`config.mk`:
```
export PLATFORM = sky130hd
export DESIGN_NAME = svdc_supply_voltage_detector
export DESIGN_NICKNAME = d
export VERILOG_FILES = /design/src/common/svdc_pkg.sv /design/src/verilog/svdc_supply_voltage_detector.sv
export VERILOG_INCLUDE_DIRS = /design/src /design/src/common
export SDC_FILE = /design/constraint.sdc
export NUM_CORES = 1
export LEC_CHECK = 0
export ABC_AREA = 0
export BUFFER_PORTS_ARGS = -buffer_cell sky130_fd_sc_hd__buf_2
export CORE_UTILIZATION = 35
export DETAILED_ROUTE_END_ITERATION = 6
export PLACE_DENSITY = 0.64
export SYNTH_ARGS = -nofsm -noshare
export SYNTH_HDL_FRONTEND = slang
export SYNTH_SLANG_ARGS = --single-unit
```
`constraint.sdc`:
```
create_clock -name clk_sys_in -period 2.5 [get_ports clk_sys_in]
set_input_delay 0.625 -clock clk_sys_in [delete_from_list [all_inputs] [get_ports clk_sys_in]]
set_output_delay 0.625 -clock clk_sys_in [all_outputs]
set_load 0.03 [all_outputs]
```
`src/common/svdc_defs.svh`:
```
// register map, field positions, reset values and timing defaults of the supply voltage detector control
`ifndef SVDC_DEFS_SVH
`define SVDC_DEFS_SVH

`define SVDC_ADDR_W           3
`define SVDC_DATA_W           16

`define SVDC_ADDR_PROTECT     3'h0
`define SVDC_ADDR_CLOCK_CTRL  3'h1
`define SVDC_ADDR_CTRL        3'h2
`define SVDC_ADDR_FLAGS       3'h3
`define SVDC_ADDR_INT_ENABLE  3'h4

`define SVDC_PROTECT_UNLOCK   16'h0096
`define SVDC_RESET_CODE       4'hA
`define SVDC_MODE_CONTINUOUS  2'h0

`define SVDC_CLK_DEBUG_RUN_BIT    8
`define SVDC_CLK_DIV_MSB      6
`define SVDC_CLK_DIV_LSB      4
`define SVDC_CLK_SRC_MSB      1
`define SVDC_CLK_SRC_LSB      0
`define SVDC_CTL_SC_MSB       14
`define SVDC_CTL_SC_LSB       13
`define SVDC_CTL_THR_MSB      12
`define SVDC_CTL_THR_LSB      8
`define SVDC_CTL_RE_MSB       7
`define SVDC_CTL_RE_LSB       4
`define SVDC_CTL_MD_MSB       2
`define SVDC_CTL_MD_LSB       1
`define SVDC_CTL_EN_BIT       0
`define SVDC_FLAG_LOW_BIT     0
`define SVDC_FLAG_RESULT_BIT  8
`define SVDC_INTE_BIT         0

`define SVDC_INIT_DEBUG_RUN       1'b1
`define SVDC_INIT_DIV         3'h0
`define SVDC_INIT_SRC         2'h0
`define SVDC_INIT_THRESHOLD   5'h1E
`define SVDC_DIV_BYPASS_MIN   3'h6
`define SVDC_DIV_BASE         8'h04

`define SVDC_MASK_TICKS       4
`define SVDC_INTERVAL_MD1     256
`define SVDC_INTERVAL_MD2     512
`define SVDC_INTERVAL_MD3     1024

`endif

```
`src/common/svdc_pkg.sv`:
```
// types of the supply voltage detector control
package svdc_pkg;

  typedef enum logic [1:0] {
    SVDC_PH_IDLE   = 2'b00,
    SVDC_PH_WAIT   = 2'b01,
    SVDC_PH_POWER  = 2'b10,
    SVDC_PH_SAMPLE = 2'b11
  } svdc_phase_e;

  typedef struct packed {
    logic [15:0] protect_key;
    logic        debug_run;
    logic [2:0]  clock_divider_select;
    logic [1:0]  clock_source_select;
    logic [1:0]  low_count_select;
    logic [4:0]  threshold_select;
    logic [3:0]  reset_select;
    logic [1:0]  sampling_mode;
    logic        detect_enable;
    logic        low_voltage_flag;
    logic        detect_result;
    logic        low_voltage_int_enable;
    logic        reset_active;
    logic [6:0]  prescale;
    logic [3:0]  mask_cnt;
    logic [11:0] interval_cnt;
    logic [3:0]  low_cnt;
    svdc_phase_e phase;
    logic [15:0] rdata;
  } svdc_state_s;

endpackage

```
`src/verilog/svdc_supply_voltage_detector.sv`:
```
// supply voltage detector control: protected registers, clock divider, sampling, interrupt flag and reset
//
// The implementer's own choices: the address-and-strobe port and the register addresses.
`include "svdc_defs.svh"

// Behaviour
// (RQ1) Software unlocks with key 0x0096 before changing protected settings, then relocks.
// (RQ2) Software picks source and divider giving roughly 32 kHz detector clock.
// (RQ3) Sleep with source sleep-stop set halts detector, settings kept, resumes after.
// (RQ4) Debug with debug_run 0 suspends the detector clock, registers unchanged.
// (RQ5) Debug with debug_run 1 keeps the detector clock running.
// (RQ6) Enable bit 1 starts detection, 0 stops it.
// (RQ7) Result reads 0 at or above threshold, 1 below it.
// (RQ8) Software waits the enable response time before trusting the result.
// (RQ9) Software waits the response time after changing threshold.
// (RQ10) Threshold field selects one of 30 comparator levels.
// (RQ11) Mode 0 runs continuously and keeps updating the result.
// (RQ12) Low supply issues reset when reset_select is 0xA, else sets flag.
// (RQ13) Modes 1 to 3 power comparator at interval, sample once, power off.
// (RQ14) Intermittent event only after the selected number of successive lows.
// (RQ15) Software clears flag, sets interrupt enable, then sets enable last.
// (RQ16) Continuous detection keeps working without the detector clock after masking.
// (RQ17) Flag stays set after recovery, cleared only by writing 1.
// (RQ18) Interrupt request only while flag and enable are both set.
// (RQ19) Low count 0x3 needs eight successive lows, 0x2 needs four.
// (RQ20) Reset state forces continuous mode, clears fields, releases when result is 0.
// (RQ21) Protected writes ignored unless the key holds the unlock code.
// (RQ22) Successive-low counter restarts on a good sample or when disabled.
module svdc_supply_voltage_detector
  import svdc_pkg::*;
#(
  parameter int MASK_TICKS   = `SVDC_MASK_TICKS,
  parameter int INTERVAL_MD1 = `SVDC_INTERVAL_MD1,
  parameter int INTERVAL_MD2 = `SVDC_INTERVAL_MD2,
  parameter int INTERVAL_MD3 = `SVDC_INTERVAL_MD3
) (
  // clock and reset
  input  wire logic                    clk_sys_in,
  input  wire logic                    resetn_in,
  // register port
  input  wire logic [`SVDC_ADDR_W-1:0] addr_in,
  input  wire logic [`SVDC_DATA_W-1:0] wdata_in,
  input  wire logic                    wr_in,
  input  wire logic                    rd_in,
  output logic      [`SVDC_DATA_W-1:0] rdata_out,
  // clock sources and power states
  input  wire logic [3:0]              src_tick_in,
  input  wire logic                    sleep_in,
  input  wire logic                    source_sleep_stop_in,
  input  wire logic                    debug_in,
  // analog comparator on the monitored supply pin
  input  wire logic                    comp_low_in,
  output logic                         comp_enable_out,
  output logic      [4:0]              threshold_select_out,
  // results
  output logic                         irq_out,
  output logic                         svd_reset_out,
  output logic                         detector_tick_out
);

  svdc_state_s r_reg;
  svdc_state_s r_next;

  logic        unlocked;
  logic        src_tick;
  logic        div_tick;
  logic        clock_run;
  logic        det_tick;
  logic        mask_done;
  logic        low_event;
  logic        flag_clear;
  logic [7:0]  div_ratio;
  logic [3:0]  low_need;
  logic [11:0] interval_limit;

  always_comb begin
    r_next         = r_reg;
    flag_clear     = 1'b0;
    low_event      = 1'b0;
    div_tick       = 1'b0;
    // (RQ21) key gates writes
    unlocked       = (r_reg.protect_key == `SVDC_PROTECT_UNLOCK);
    div_ratio      = `SVDC_DIV_BASE << r_reg.clock_divider_select;
    src_tick       = src_tick_in[r_reg.clock_source_select];
    // (RQ19) successive low count
    low_need       = 4'h1 << r_reg.low_count_select;
    case (r_reg.sampling_mode)
      2'h1:    interval_limit = 12'(INTERVAL_MD1);
      2'h2:    interval_limit = 12'(INTERVAL_MD2);
      default: interval_limit = 12'(INTERVAL_MD3);
    endcase

    // key register is open to any write; it only gates the protected ones
    // register writes
    if (wr_in) begin
      case (addr_in)
        `SVDC_ADDR_PROTECT: begin
          r_next.protect_key = wdata_in;
        end
        `SVDC_ADDR_CLOCK_CTRL: begin
          // (RQ21) protected clock settings
          if (unlocked) begin
            r_next.debug_run            = wdata_in[`SVDC_CLK_DEBUG_RUN_BIT];
            r_next.clock_divider_select = wdata_in[`SVDC_CLK_DIV_MSB:`SVDC_CLK_DIV_LSB];
            r_next.clock_source_select  = wdata_in[`SVDC_CLK_SRC_MSB:`SVDC_CLK_SRC_LSB];
          end
        end
        `SVDC_ADDR_CTRL: begin
          // (RQ21) protected control settings
          if (unlocked) begin
            // low count only taken together with an intermittent mode
            if (wdata_in[`SVDC_CTL_MD_MSB:`SVDC_CTL_MD_LSB] != `SVDC_MODE_CONTINUOUS) begin
              r_next.low_count_select = wdata_in[`SVDC_CTL_SC_MSB:`SVDC_CTL_SC_LSB];
            end
            // (RQ10) threshold to comparator
            r_next.threshold_select = wdata_in[`SVDC_CTL_THR_MSB:`SVDC_CTL_THR_LSB];
            r_next.reset_select     = wdata_in[`SVDC_CTL_RE_MSB:`SVDC_CTL_RE_LSB];
            r_next.sampling_mode    = wdata_in[`SVDC_CTL_MD_MSB:`SVDC_CTL_MD_LSB];
            // (RQ6) start or stop detection
            r_next.detect_enable    = wdata_in[`SVDC_CTL_EN_BIT];
          end
        end
        `SVDC_ADDR_FLAGS: begin
          flag_clear = wdata_in[`SVDC_FLAG_LOW_BIT];
        end
        `SVDC_ADDR_INT_ENABLE: begin
          r_next.low_voltage_int_enable = wdata_in[`SVDC_INTE_BIT];
        end
        default: begin
        end
      endcase
    end

    // source clock divider
    // divider 6 and 7 pass each source tick straight through
    if (src_tick) begin
      if (r_reg.clock_divider_select >= `SVDC_DIV_BYPASS_MIN) begin
        div_tick        = 1'b1;
        r_next.prescale = 7'h00;
      end else if ({1'b0, r_reg.prescale} >= div_ratio - 8'h01) begin
        div_tick        = 1'b1;
        r_next.prescale = 7'h00;
      end else begin
        r_next.prescale = r_reg.prescale + 7'h01;
      end
    end

    // continuous sampling runs on the system clock, so gating only stops ticks
    // (RQ3) sleep stop halts clock
    // (RQ4) debug suspends clock
    // (RQ5) debug_run keeps clock
    clock_run = r_reg.detect_enable & ~(sleep_in & source_sleep_stop_in) & ~(debug_in & ~r_reg.debug_run);
    det_tick  = div_tick & clock_run;
    // masking counts ticks from enable and saturates at its limit
    mask_done = (r_reg.mask_cnt == 4'(MASK_TICKS));

    if (!r_reg.detect_enable) begin
      // (RQ22) restart count when disabled
      r_next.low_cnt      = 4'h0;
      r_next.mask_cnt     = 4'h0;
      r_next.interval_cnt = 12'h000;
      r_next.phase        = SVDC_PH_IDLE;
    end else begin
      if (det_tick && !mask_done) begin
        r_next.mask_cnt = r_reg.mask_cnt + 4'h1;
      end
      if (r_reg.sampling_mode == `SVDC_MODE_CONTINUOUS || r_reg.reset_active) begin
        // (RQ11) continuous result update
        // (RQ16) no detector clock needed
        // (RQ7) result follows comparator
        r_next.detect_result = comp_low_in;
        low_event            = comp_low_in & mask_done;
        r_next.low_cnt       = 4'h0;
        r_next.phase         = SVDC_PH_IDLE;
      end else begin
        // wait the interval, power for one tick, sample on the next
        // (RQ13) intermittent power and sample
        case (r_reg.phase)
          SVDC_PH_IDLE: begin
            r_next.interval_cnt = 12'h000;
            r_next.phase        = SVDC_PH_WAIT;
          end
          SVDC_PH_WAIT: begin
            if (det_tick) begin
              if (r_reg.interval_cnt >= interval_limit - 12'h001) begin
                r_next.interval_cnt = 12'h000;
                r_next.phase        = SVDC_PH_POWER;
              end else begin
                r_next.interval_cnt = r_reg.interval_cnt + 12'h001;
              end
            end
          end
          SVDC_PH_POWER: begin
            if (det_tick) begin
              r_next.phase = SVDC_PH_SAMPLE;
            end
          end
          SVDC_PH_SAMPLE: begin
            if (det_tick) begin
              r_next.detect_result = comp_low_in;
              r_next.phase         = SVDC_PH_WAIT;
              if (comp_low_in) begin
                // (RQ14) event after successive lows
                if (r_reg.low_cnt + 4'h1 >= low_need) begin
                  low_event      = mask_done;
                  r_next.low_cnt = 4'h0;
                end else begin
                  r_next.low_cnt = r_reg.low_cnt + 4'h1;
                end
              end else begin
                // (RQ22) good sample restarts count
                r_next.low_cnt = 4'h0;
              end
            end
          end
          default: begin
            r_next.phase = SVDC_PH_IDLE;
          end
        endcase
      end
    end

    // set below the clear so an event in the clear cycle wins
    // (RQ17) cleared only by writing 1
    if (flag_clear) begin
      r_next.low_voltage_flag = 1'b0;
    end
    // (RQ12) reset or interrupt select
    if (low_event && r_reg.reset_select != `SVDC_RESET_CODE) begin
      r_next.low_voltage_flag = 1'b1;
    end
    // release looks at the registered result, one cycle after recovery
    // (RQ20) release once result clear
    if (r_reg.reset_active && !r_reg.detect_result) begin
      r_next.reset_active = 1'b0;
    end
    if (low_event && r_reg.reset_select == `SVDC_RESET_CODE) begin
      r_next.reset_active = 1'b1;
    end
    // a stuck result keeps the reset held even if software clears the enable
    // (RQ20) fields forced during reset
    if (r_next.reset_active) begin
      r_next.sampling_mode          = `SVDC_MODE_CONTINUOUS;
      r_next.low_count_select       = 2'h0;
      r_next.low_voltage_int_enable = 1'b0;
      r_next.debug_run              = `SVDC_INIT_DEBUG_RUN;
      r_next.clock_divider_select   = `SVDC_INIT_DIV;
      r_next.clock_source_select    = `SVDC_INIT_SRC;
    end

    // read data, one cycle after the strobe
    if (rd_in) begin
      r_next.rdata = 16'h0000;
      case (addr_in)
        `SVDC_ADDR_CLOCK_CTRL: begin
          r_next.rdata[`SVDC_CLK_DEBUG_RUN_BIT]                  = r_reg.debug_run;
          r_next.rdata[`SVDC_CLK_DIV_MSB:`SVDC_CLK_DIV_LSB] = r_reg.clock_divider_select;
          r_next.rdata[`SVDC_CLK_SRC_MSB:`SVDC_CLK_SRC_LSB] = r_reg.clock_source_select;
        end
        `SVDC_ADDR_CTRL: begin
          r_next.rdata[`SVDC_CTL_SC_MSB:`SVDC_CTL_SC_LSB]   = r_reg.low_count_select;
          r_next.rdata[`SVDC_CTL_THR_MSB:`SVDC_CTL_THR_LSB] = r_reg.threshold_select;
          r_next.rdata[`SVDC_CTL_RE_MSB:`SVDC_CTL_RE_LSB]   = r_reg.reset_select;
          r_next.rdata[`SVDC_CTL_MD_MSB:`SVDC_CTL_MD_LSB]   = r_reg.sampling_mode;
          r_next.rdata[`SVDC_CTL_EN_BIT]                     = r_reg.detect_enable;
        end
        `SVDC_ADDR_FLAGS: begin
          r_next.rdata[`SVDC_FLAG_LOW_BIT]    = r_reg.low_voltage_flag;
          r_next.rdata[`SVDC_FLAG_RESULT_BIT] = r_reg.detect_result;
        end
        `SVDC_ADDR_INT_ENABLE: begin
          r_next.rdata[`SVDC_INTE_BIT] = r_reg.low_voltage_int_enable;
        end
        default: begin
          r_next.rdata = 16'h0000;
        end
      endcase
    end
  end

  always_ff @(posedge clk_sys_in or negedge resetn_in) begin
    if (!resetn_in) begin
      // clear all, then the fields with non-zero reset values
      r_reg                  <= '0;
      r_reg.debug_run        <= `SVDC_INIT_DEBUG_RUN;
      r_reg.threshold_select <= `SVDC_INIT_THRESHOLD;
      r_reg.phase            <= SVDC_PH_IDLE;
    end else begin
      r_reg <= r_next;
    end
  end

  // irq and comparator power decode registers only
  assign rdata_out            = r_reg.rdata;
  assign threshold_select_out = r_reg.threshold_select;
  // (RQ13) comparator powered only when sampling
  assign comp_enable_out      = r_reg.detect_enable & ((r_reg.sampling_mode == `SVDC_MODE_CONTINUOUS)
                                | r_reg.reset_active | (r_reg.phase == SVDC_PH_POWER)
                                | (r_reg.phase == SVDC_PH_SAMPLE));
  // (RQ18) flag and enable both set
  assign irq_out              = r_reg.low_voltage_flag & r_reg.low_voltage_int_enable;
  assign svd_reset_out        = r_reg.reset_active;
  assign detector_tick_out    = det_tick;

endmodule // svdc_supply_voltage_detector
```
==> metrics, run 1 <==
required time worst endpoint=between 1.5 and 2 ns; Slew HR=62.8%; share of the synthesized area in the top cell type=43.3%; initial antenna violation count=0; post-layout net count=549; largest net degree at the start of global routing=44; fmax=about 390 MHz; Worst VDD drop=0.433 mV; total of warnings raised by yosys=0; Syn Inst Count=444; number of flip-flops in the largest register=63; Post-synth top flop=dfrtp_1; Psw=980 uW; DIE AREA=around 13000 um2; ant diodes=0; Worst Reg-to-Reg Cells=8; P&R area growth vs syn=18.0%; final non-filler cell total=672; worst-path fanout max=4; Final Hold Fails=0; CORE AREA=12600 um2; clock latency on the worst-skew pair=0.34 ns; GR Overflow Total=0; DR pass1 iterations=4; dpl cells=650; Root Buffer=clkbuf_16; pre-CTS setup slack=0.0280 ns; share of post-route cells with drive strength above 1=a little under a third; Final Skew=just under 0.008 ns; via count=approximately 3500; vias in the first global route=3454; sequential share of the synthesized area=46.2%; setup TNS=-0.0574 ns; Worst Setup Path Type=reg -> out; most common cell in the netlist=dfrtp_1; TritonCTS clock tree=built; top cells by area, synth=dfrtp_1 (43%), mux2_2 (7.0%), ha_1 (6.4%); drt wl/cell=15.8 um; Worst Setup Start Kind=register; setup violators final=1; Avg Cell Area, Syn=10.2 um2; Gate power share=15.4%; Max Cap Viol=0; CTS sink cnt=83; internal power=2520 uW; min Tclk post-route=~2.6 ns; Yosys reg bits=83; Vias per Instance=~5.1; Slew @ Worst Pin=between 0.5 and 0.6 ns; CTS H-tree depth=3; largest area contributor in the netlist=dfrtp_1; worst hold path class=in -> async; Placer Congestion=just under 0.8; clock power share=39.3%; Sw Share=28.0%; first-pass GRT wire length=about 18 mm; initial core utilization=between 30% and 40%; Post-synth EDFFs=0; drt first-iter violations=210; Crit. End Element=output port; ANT nets after route=0; synth unique cells=slightly above 60; Tcrit/Tclk final=102%; Reg-to-Reg Start=r_reg[66]$_DFFE_PN0P_; port buffer count=53; cell area after synthesis=4510 um2; crit-path max cell delay=roughly 0.41 ns; FP Rows=41; die width=116 um; failing checks=negative setup slack; CTS clk-pin slew, worst paths=0.07 ns; status=finished, violations left; DRC=0; IO Pins=56; critical path's slowest cell=dfrtp_1; crit path DAT=1.93 ns; RSZ-0062 raised after global routing=yes; most common library cells after synthesis=dfrtp_1 (78), nor2_1 (33), mux2_2 (28), nand2_1 (28); Power per Cell Area=658 nW/um2; CTS max path bufs=2; Leakage=0.00242 uW; critical path, cell by cell=o21ai_1, ha_1, a221o_1, o21ai_2, nor2_1, buf_4; R2R setup slack=0.13 ns; HPWL after DPL=7.83 mm; PnR worst setup slack=-0.0574 ns; Die Ht=116 um; Async SR Flop Fraction=100%; Reg power frac=45.2%; Tot GR Track Use=17.1%; Num CTS Buffers=9; Slew Limit Fails=0; Detailed Route WL=10.6 mm; reg2reg end=r_reg[27]$_DFFE_PN0P_
-- kinds of logic (layout without fill, tap and decap cells) --
family | after synthesis | after routing | share of synthesized area [%]
AND/OR/NAND/NOR | 149 | 149 | 17.6
AO/OA/AOI/OAI | 82 | 82 | 11.6
buffers and inverters | 62 | 117 | 7.46
other | 1 | 2 | 0.0832
multiplexers | 37 | 37 | 9.27
adder cells (fa/ha/maj) | 23 | 23 | 6.38
XOR/XNOR | 7 | 7 | 1.36
flip-flops | 83 | 83 | 46.2
-- what timing repair did --
action / 4_1_cts / 5_1_grt
buffers inserted: 5 / 1
setup endpoints to repair: 1 / 11
pin swaps: 2 / 1
hold buffers: 0 / 0
gates resized for setup: 11 / 4
gates cloned: 0 / 0
-- final cells by class --
| type | count | area, um2 |
|---|---|---|
| Fill cell | 1211 | 7250 |
| Tap cell | 172 | 215 |
| Inverter | 22 | 82.6 |
| Multi-Input combinational cell | 300 | 2140 |
| Clock buffer | 9 | 225 |
| Clock inverter | 7 | 82.6 |
| Timing Repair Buffer | 79 | 494 |
| Sequential cell | 83 | 2080 |
-- critical path: cells and delay by family, from the launching register on --
family	cells	cell delay [ns]
DFF	1	0.41
adders and majority gates	1	0.27
buffers and inverters	1	0.16
and+or+nand+nor	1	0.06
AOI/OAI and AO/OA	3	0.70
-- layer usage --
layer | track usage [%] | wire length [um] | vias to the layer above
li1 | - | - | 1658
met1 | 22.8 | 4920 | 1710
met2 | 28.0 | 5170 | 68
met3 | 2.98 | 374 | 16
met4 | 5.80 | 170 | 0
met5 | 0 | 0 | -
-- through the flow --
stage          util, %  total power (uW)  hold WS [ns]  instance area (um2)
4_1_cts           42.2              3540         0.295                 5310
3_5_place_dp      39.1              2120         0.493                 4920
3_3_place_gp      39.1              2090         0.482                 4920
5_1_grt           42.3              3670         0.317                 5320
2_1_floorplan        -              1930         0.329                 4510
6_report          42.3              3500         0.274                 5320
-- how the worst max path moves through the flow --
stage,from,endpoint,slack (ns)
detailed placement,r_reg[67]$_DFFE_PN0P_,detector_tick_out,0.03
global placement,r_reg[67]$_DFFE_PN0P_,detector_tick_out,0.08
CTS,r_reg[67]$_DFFE_PN0P_,detector_tick_out,-0.07
finish,r_reg[66]$_DFFE_PN0P_,detector_tick_out,-0.06
global route,r_reg[66]$_DFFE_PN0P_,detector_tick_out,-0.14
floorplan,r_reg[67]$_DFFE_PN0P_,detector_tick_out,0.16
-- placed cells by master (no fill, tap or decap), types with 8 or more instances in the layout --
master	synthesis	final
dfrtp_1	78	77
buf_2	5	51
nor2_1	33	32
nand2_1	28	28
mux2_2	28	28
nand3_1	27	27
buf_4	24	25
a21oi_1	27	24
o21ai_0	26	24
ha_1	23	21
inv_1	21	20
clkbuf_16	0	9
mux2i_1	8	8
-- power groups by stage --
stage               registers [uW]  logic, uW  clock network [uW]
floorplan                     1570        362                   0
global placement              1590        498                   0
detailed placement            1600        513                   0
CTS                           1580        545                1410
global route                  1600        611                1460
finish                        1580        540                1380
Power figures use the tool's default switching activity.
==> run 2, diff against run 1 <==
- clock period: 2.5 -> 2.45 ns (I/O delays scaled with it)
==> metrics, run 2 (synthesized netlist as in run 1, its figures left out) <==
status=finished, violations left; failing checks=negative setup slack; HPWL after DPL=7.62 mm (-2.7%); clock power share=41.7% (+2.4 points); worst-path fanout max=5 (+1); required time worst endpoint=1.84 ns (-0.04 ns); most frequent cells in the layout=dfrtp_1 (77), buf_2 (51), nor2_1 (31), nand2_1 (28), mux2_2 (28); TritonCTS clock tree=built; family with the most delay on the worst path=compound AO/OA/AOI/OAI gates; critical path's slowest cell=dfrtp_2; worst hold path class=in -> async; CTS max path bufs=2 (unchanged); Tot GR Track Use=16.9% (-0.20 points); CTS sink cnt=83 (unchanged); DR pass1 iterations=4 (unchanged); Detailed Route WL=10.3 mm (-2.9%); initial antenna violation count=0 (unchanged); CORE AREA=12600 um2 (unchanged); min Tclk post-route=2.54 ns; drt wl/cell=15.3 um (-3.4%); first-pass GRT wire length=17.4 mm (-1.2%); ANT nets after route=0 (unchanged); Num CTS Buffers=9 (unchanged); share of post-route cells with drive strength above 1=32.0% (+1.8 points); vias in the first global route=3419 (-1.0%); post-layout net count=552 (+0.55%); via count=3447 (-0.14%); crit-path max cell delay=0.45 ns (+0.04 ns); worst path bufs/invs=2 (+1); clock latency on the worst-skew pair=0.34 ns (about the same); internal power=2770 uW (+10%); FP Rows=41 (unchanged); P&R area growth vs syn=20.6%; initial core utilization=35.9% (unchanged); final instance area=5440 um2 (+2.1%); crit path DAT=1.93 ns (about the same); Worst VDD drop=0.412 mV (-4.8%); critical path, cell by cell=inv_2, ha_4, a21o_1, a221o_1, o21ai_2, nor2_1, buf_4; Vias per Instance=5.11 (-0.59%); Hold WS=0.290 ns (+0.0160 ns); fmax=394 MHz; Leakage=0.00246 uW (+1.7%); Slew HR=59.4% (-3.4 points); die width=116 um (unchanged); Psw=966 uW (-1.4%); RSZ-0062 raised after global routing=yes; PnR worst setup slack=-0.0892 ns (-0.0318 ns); Sw Share=25.8% (-2.1 points); number of flip-flops in the largest register=63 (unchanged); Placer Congestion=0.809 (+3.0%); Area after DPL=4950 um2 (+0.66%); largest net degree at the start of global routing=47 (+6.8%); Reg power frac=43.1% (-2.1 points); GR Overflow Total=0 (unchanged); Slew @ Worst Pin=0.608 ns (+0.0509 ns); post-layout util=43.3% (+0.91 points); Power per Cell Area=688 nW/um2 (+4.5%); Root Buffer=clkbuf_16; leading cell type in the layout, fill and taps excluded=dfrtp_1; Crit. End Element=output port; drt first-iter violations=167 (-20%); Worst Setup Start Kind=register; Worst Setup Path Type=reg -> out; pre-CTS setup slack=-0.0145 ns (-0.0425 ns); setup violators final=1 (unchanged); Max Cap Viol=0 (unchanged); Tcrit/Tclk final=104%; Gate power share=15.1% (-0.3 points); Final Skew=0.00690 ns (-0.00105 ns); Final Hold Fails=0 (unchanged); ant diodes=0 (unchanged); IO Pins=56 (unchanged); Die Ht=116 um (unchanged); CTS clk-pin slew, worst paths=0.06 ns (about the same); DIE AREA=13300 um2 (unchanged); DRC=0 (unchanged); CTS H-tree depth=3 (unchanged); Slew Limit Fails=0 (unchanged); port buffer count=53 (unchanged)
-- run 2: final cells by class --
class                      count  area [um2]
timing repair buffer          82         512
multi-input combinational    300        2190
sequential                    83        2080
inverter                      22        82.6
clock inverter                 7         123
tap                          172         215
fill                        1178        7130
clock buffer                   9         225
-- run 2: timing repair --
action,in CTS,in global routing
buffers inserted,3,1
hold buffers,0,0
endpoints found under the setup margin,2,32
gates resized for setup,12,17
pin swaps,2,8
-- run 2: worst paths after layout --
check	startpoint	endpoint	slack, ns	depth (start not counted)
max reg2reg	r_reg[67]$_DFFE_PN0P_	r_reg[26]$_DFFE_PN0P_	0.11	10
max	r_reg[67]$_DFFE_PN0P_	detector_tick_out	-0.09	7
min	resetn_in	rdata_out[12]$_DFFE_PN0P_	0.29	1
min reg2reg	r_reg[73]$_DFFE_PN0P_	r_reg[73]$_DFFE_PN0P_	0.50	1
min in group clk_sys_in	r_reg[73]$_DFFE_PN0P_	r_reg[73]$_DFFE_PN0P_	0.50	1
max in group asynchronous	resetn_in	threshold_select_out[2]$_DFFE_PN1P_	1.47	2
-- run 2: worst register-to-register path, stage by stage, from the launching register on --
cell     delay, ns
dfrtp_2       0.45
inv_2         0.08
ha_4          0.19
a21o_1        0.15
a221o_1       0.33
buf_4         0.16
or2_4         0.27
a32oi_4       0.23
buf_4         0.19
a21oi_1       0.05
o22ai_2       0.16
-- run 2: metrics by stage --
stage / instances / TNS [ns] / power [uW]
after floorplan: 445 / 0 / 1970
final: 675 / -0.0892 / 3740
after detailed placement: 656 / -0.0145 / 2170
after CTS: 675 / -0.157 / 3770
after global placement: 656 / 0 / 2130
after global routing: 675 / -0.383 / 3920
-- run 2: power by group through the flow --
stage	combinational (uW)	clock (uW)	sequential [uW]
after floorplan	370	0	1600
after global routing	637	1650	1630
after global placement	508	0	1620
final	566	1560	1610
after CTS	563	1600	1610
after detailed placement	533	0	1630
-- run 2: metal layers --
layer	vias up	track usage, %	wire length (um)
met4	0	5.71	172
met5	-	0	0
li1	1656	-	-
met3	14	2.88	268
met2	58	26.9	4920
met1	1719	23.3	4960
==> run 3, diff against run 2 <==
- CORE_ASPECT_RATIO: unset -> 0.7
==> metrics, run 3 (synthesized netlist as in run 1, its figures left out) <==
ANT nets after route=0 (unchanged); crit path DAT=2.01 ns (+0.08 ns); Slew HR=64.2% (+4.8 points); Power per Cell Area=673 nW/um2 (-2.1%); port buffer count=53 (unchanged); IO Pins=56 (unchanged); initial core utilization=36.1% (+0.18 points); worst-path fanout max=5 (unchanged); Die Ht=97.0 um (-16%); Max Cap Viol=0 (unchanged); Worst Setup Start Kind=register; Slew @ Worst Pin=0.529 ns (-0.0790 ns); HPWL after DPL=8.41 mm (+10%); RSZ-0062 raised after global routing=yes; Num CTS Buffers=9 (unchanged); fmax=381 MHz (-3.3%); FP Rows=34 (-17%); post-layout util=43.5% (+0.25 points); metal1 wirelength=5.76 mm (+16%); hold_buf cts=0 (unchanged); CTS max path bufs=2 (unchanged); CTS sink cnt=83 (unchanged); Vias per Instance=5.22 (+2.2%); required time worst endpoint=1.84 ns (about the same); pre-CTS setup slack=0.0982 ns (+0.113 ns); drt first-iter violations=251 (+50%); worst hold path class=in -> async; P&R area growth vs syn=20.7% (about the same); met3 wire len=675 um (+150%); Crit. End Element=output port; failing checks=negative setup slack; Worst Setup Path Type=reg -> out; Final Hold Fails=0 (unchanged); post-layout net count=556 (+0.72%); first-pass GRT wire length=18.6 mm (+6.8%); final non-filler cell total=669 (-0.89%); leading cell type in the layout, fill and taps excluded=dfrtp_1; Final Skew=0.00910 ns (+0.00220 ns); Tcrit/Tclk final=107% (+3.5 points); PnR worst setup slack=-0.176 ns (-0.0869 ns); top sig layer=met4; Root Buffer=clkbuf_16; Power, Total=3660 uW (-2.1%); drt wl/cell=17.2 um (+12%); Placer Congestion=0.845 (+4.4%); ant diodes=0 (unchanged); most frequent cells in the layout=dfrtp_1 (76), buf_2 (51), nor2_1 (31), buf_4 (29); met2 WL=4.94 mm (+0.45%); CTS clk-pin slew, worst paths=0.07 ns (about the same); Worst VDD drop=0.363 mV (-12%); DRC=0 (unchanged); Slew Limit Fails=0 (unchanged); CORE AREA=12500 um2 (-0.49%); Leakage=0.00247 uW (+0.29%); clock latency on the worst-skew pair=0.34 ns (about the same); DIE AREA=13300 um2 (about the same); vias in the first global route=3480 (+1.8%); number of flip-flops in the largest register=63 (unchanged); initial antenna violation count=0 (unchanged); GR Overflow Total=0 (unchanged); dpl cells=647 (-1.4%); Detailed Route WL=11.5 mm (+11%); share of post-route cells with drive strength above 1=33.5% (+1.5 points); CTS H-tree depth=3 (unchanged); die width=138 um (+19%); min Tclk post-route=2.63 ns (+0.0869 ns); TritonCTS clock tree=built; via count=3493 (+1.3%); DR pass1 iterations=4 (unchanged); largest net degree at the start of global routing=41 (-13%); Tot GR Track Use=18.4% (+1.5 points); setup violators final=1 (unchanged); status=finished, violations left
## run 3: cell types whose count changed in the layout (fill, tap and decap cells not counted), moves of 2 or more
cell       before  now
a21oi_1        23   20
a21oi_2         3    7
buf_4          27   29
buf_6           3    5
bufinv_16       3    1
clkinv_4        0    2
## run 3: per-stage QoR
step                hold slack (ns)  setup TNS (ns)  cell area, um2
global placement              0.481               0            4940
CTS                           0.247          -0.132            5330
detailed placement            0.491               0            4940
finish                        0.236          -0.176            5440
global route                  0.263          -0.446            5440
floorplan                     0.317               0            4510
## run 3: timing repair
action | in CTS | in global routing
endpoints found under the setup margin | 1 | 25
hold endpoints to repair | 0 | 0
resized for setup | 12 | 24
buffers inserted | 5 | 1
pin swaps | 5 | 9
## run 3: metal layers
layer | GRT usage, % | vias up
met5 | 0 | -
met4 | 4.56 | 0
met3 | 4.04 | 8
met2 | 25.6 | 89
met1 | 28.3 | 1732
li1 | - | 1664
## run 3: path summary, 6_finish.rpt
check | from | to | slack (ns) | depth (start not counted)
max in group asynchronous | resetn_in | r_reg[22]$_DFFE_PN0P_ | 1.55 | 2
min in group clk_sys_in | wdata_in[15] | r_reg[84]$_DFFE_PN0P_ | 0.51 | 2
worst min-delay path | resetn_in | rdata_out[12]$_DFFE_PN0P_ | 0.24 | 1
worst min register to register | r_reg[70]$_DFFE_PN0P_ | r_reg[70]$_DFFE_PN0P_ | 0.51 | 1
worst max register to register | r_reg[67]$_DFFE_PN0P_ | r_reg[26]$_DFFE_PN0P_ | 0.03 | 12
worst max-delay path | r_reg[67]$_DFFE_PN0P_ | detector_tick_out | -0.18 | 9
## run 3: where the power goes
group	switching, uW	leakage, uW	internal [uW]
clock network	601	0.000149	808
logic	327	0.00125	305
registers	114	0.00107	1510
## run 3: area by class of cell
cell class / count / area (um2)
repair buffers: 86 / 549
fillers: 1186 / 7070
clock buffers: 9 / 225
clock inverters: 7 / 83.8
flip-flops and latches: 83 / 2090
inverters: 22 / 82.6
multi-input cells: 300 / 2210
well taps: 162 / 203
## run 3: worst max-delay path: stages, from the launching register on
cell and delay [ns]:
dfrtp_2 0.46, buf_6 0.15, nor3_4 0.22, ha_4 0.16, nand3_2 0.06, a21oi_2 0.19
o21ai_1 0.08, buf_4 0.15, nor2_4 0.07, buf_6 0.13
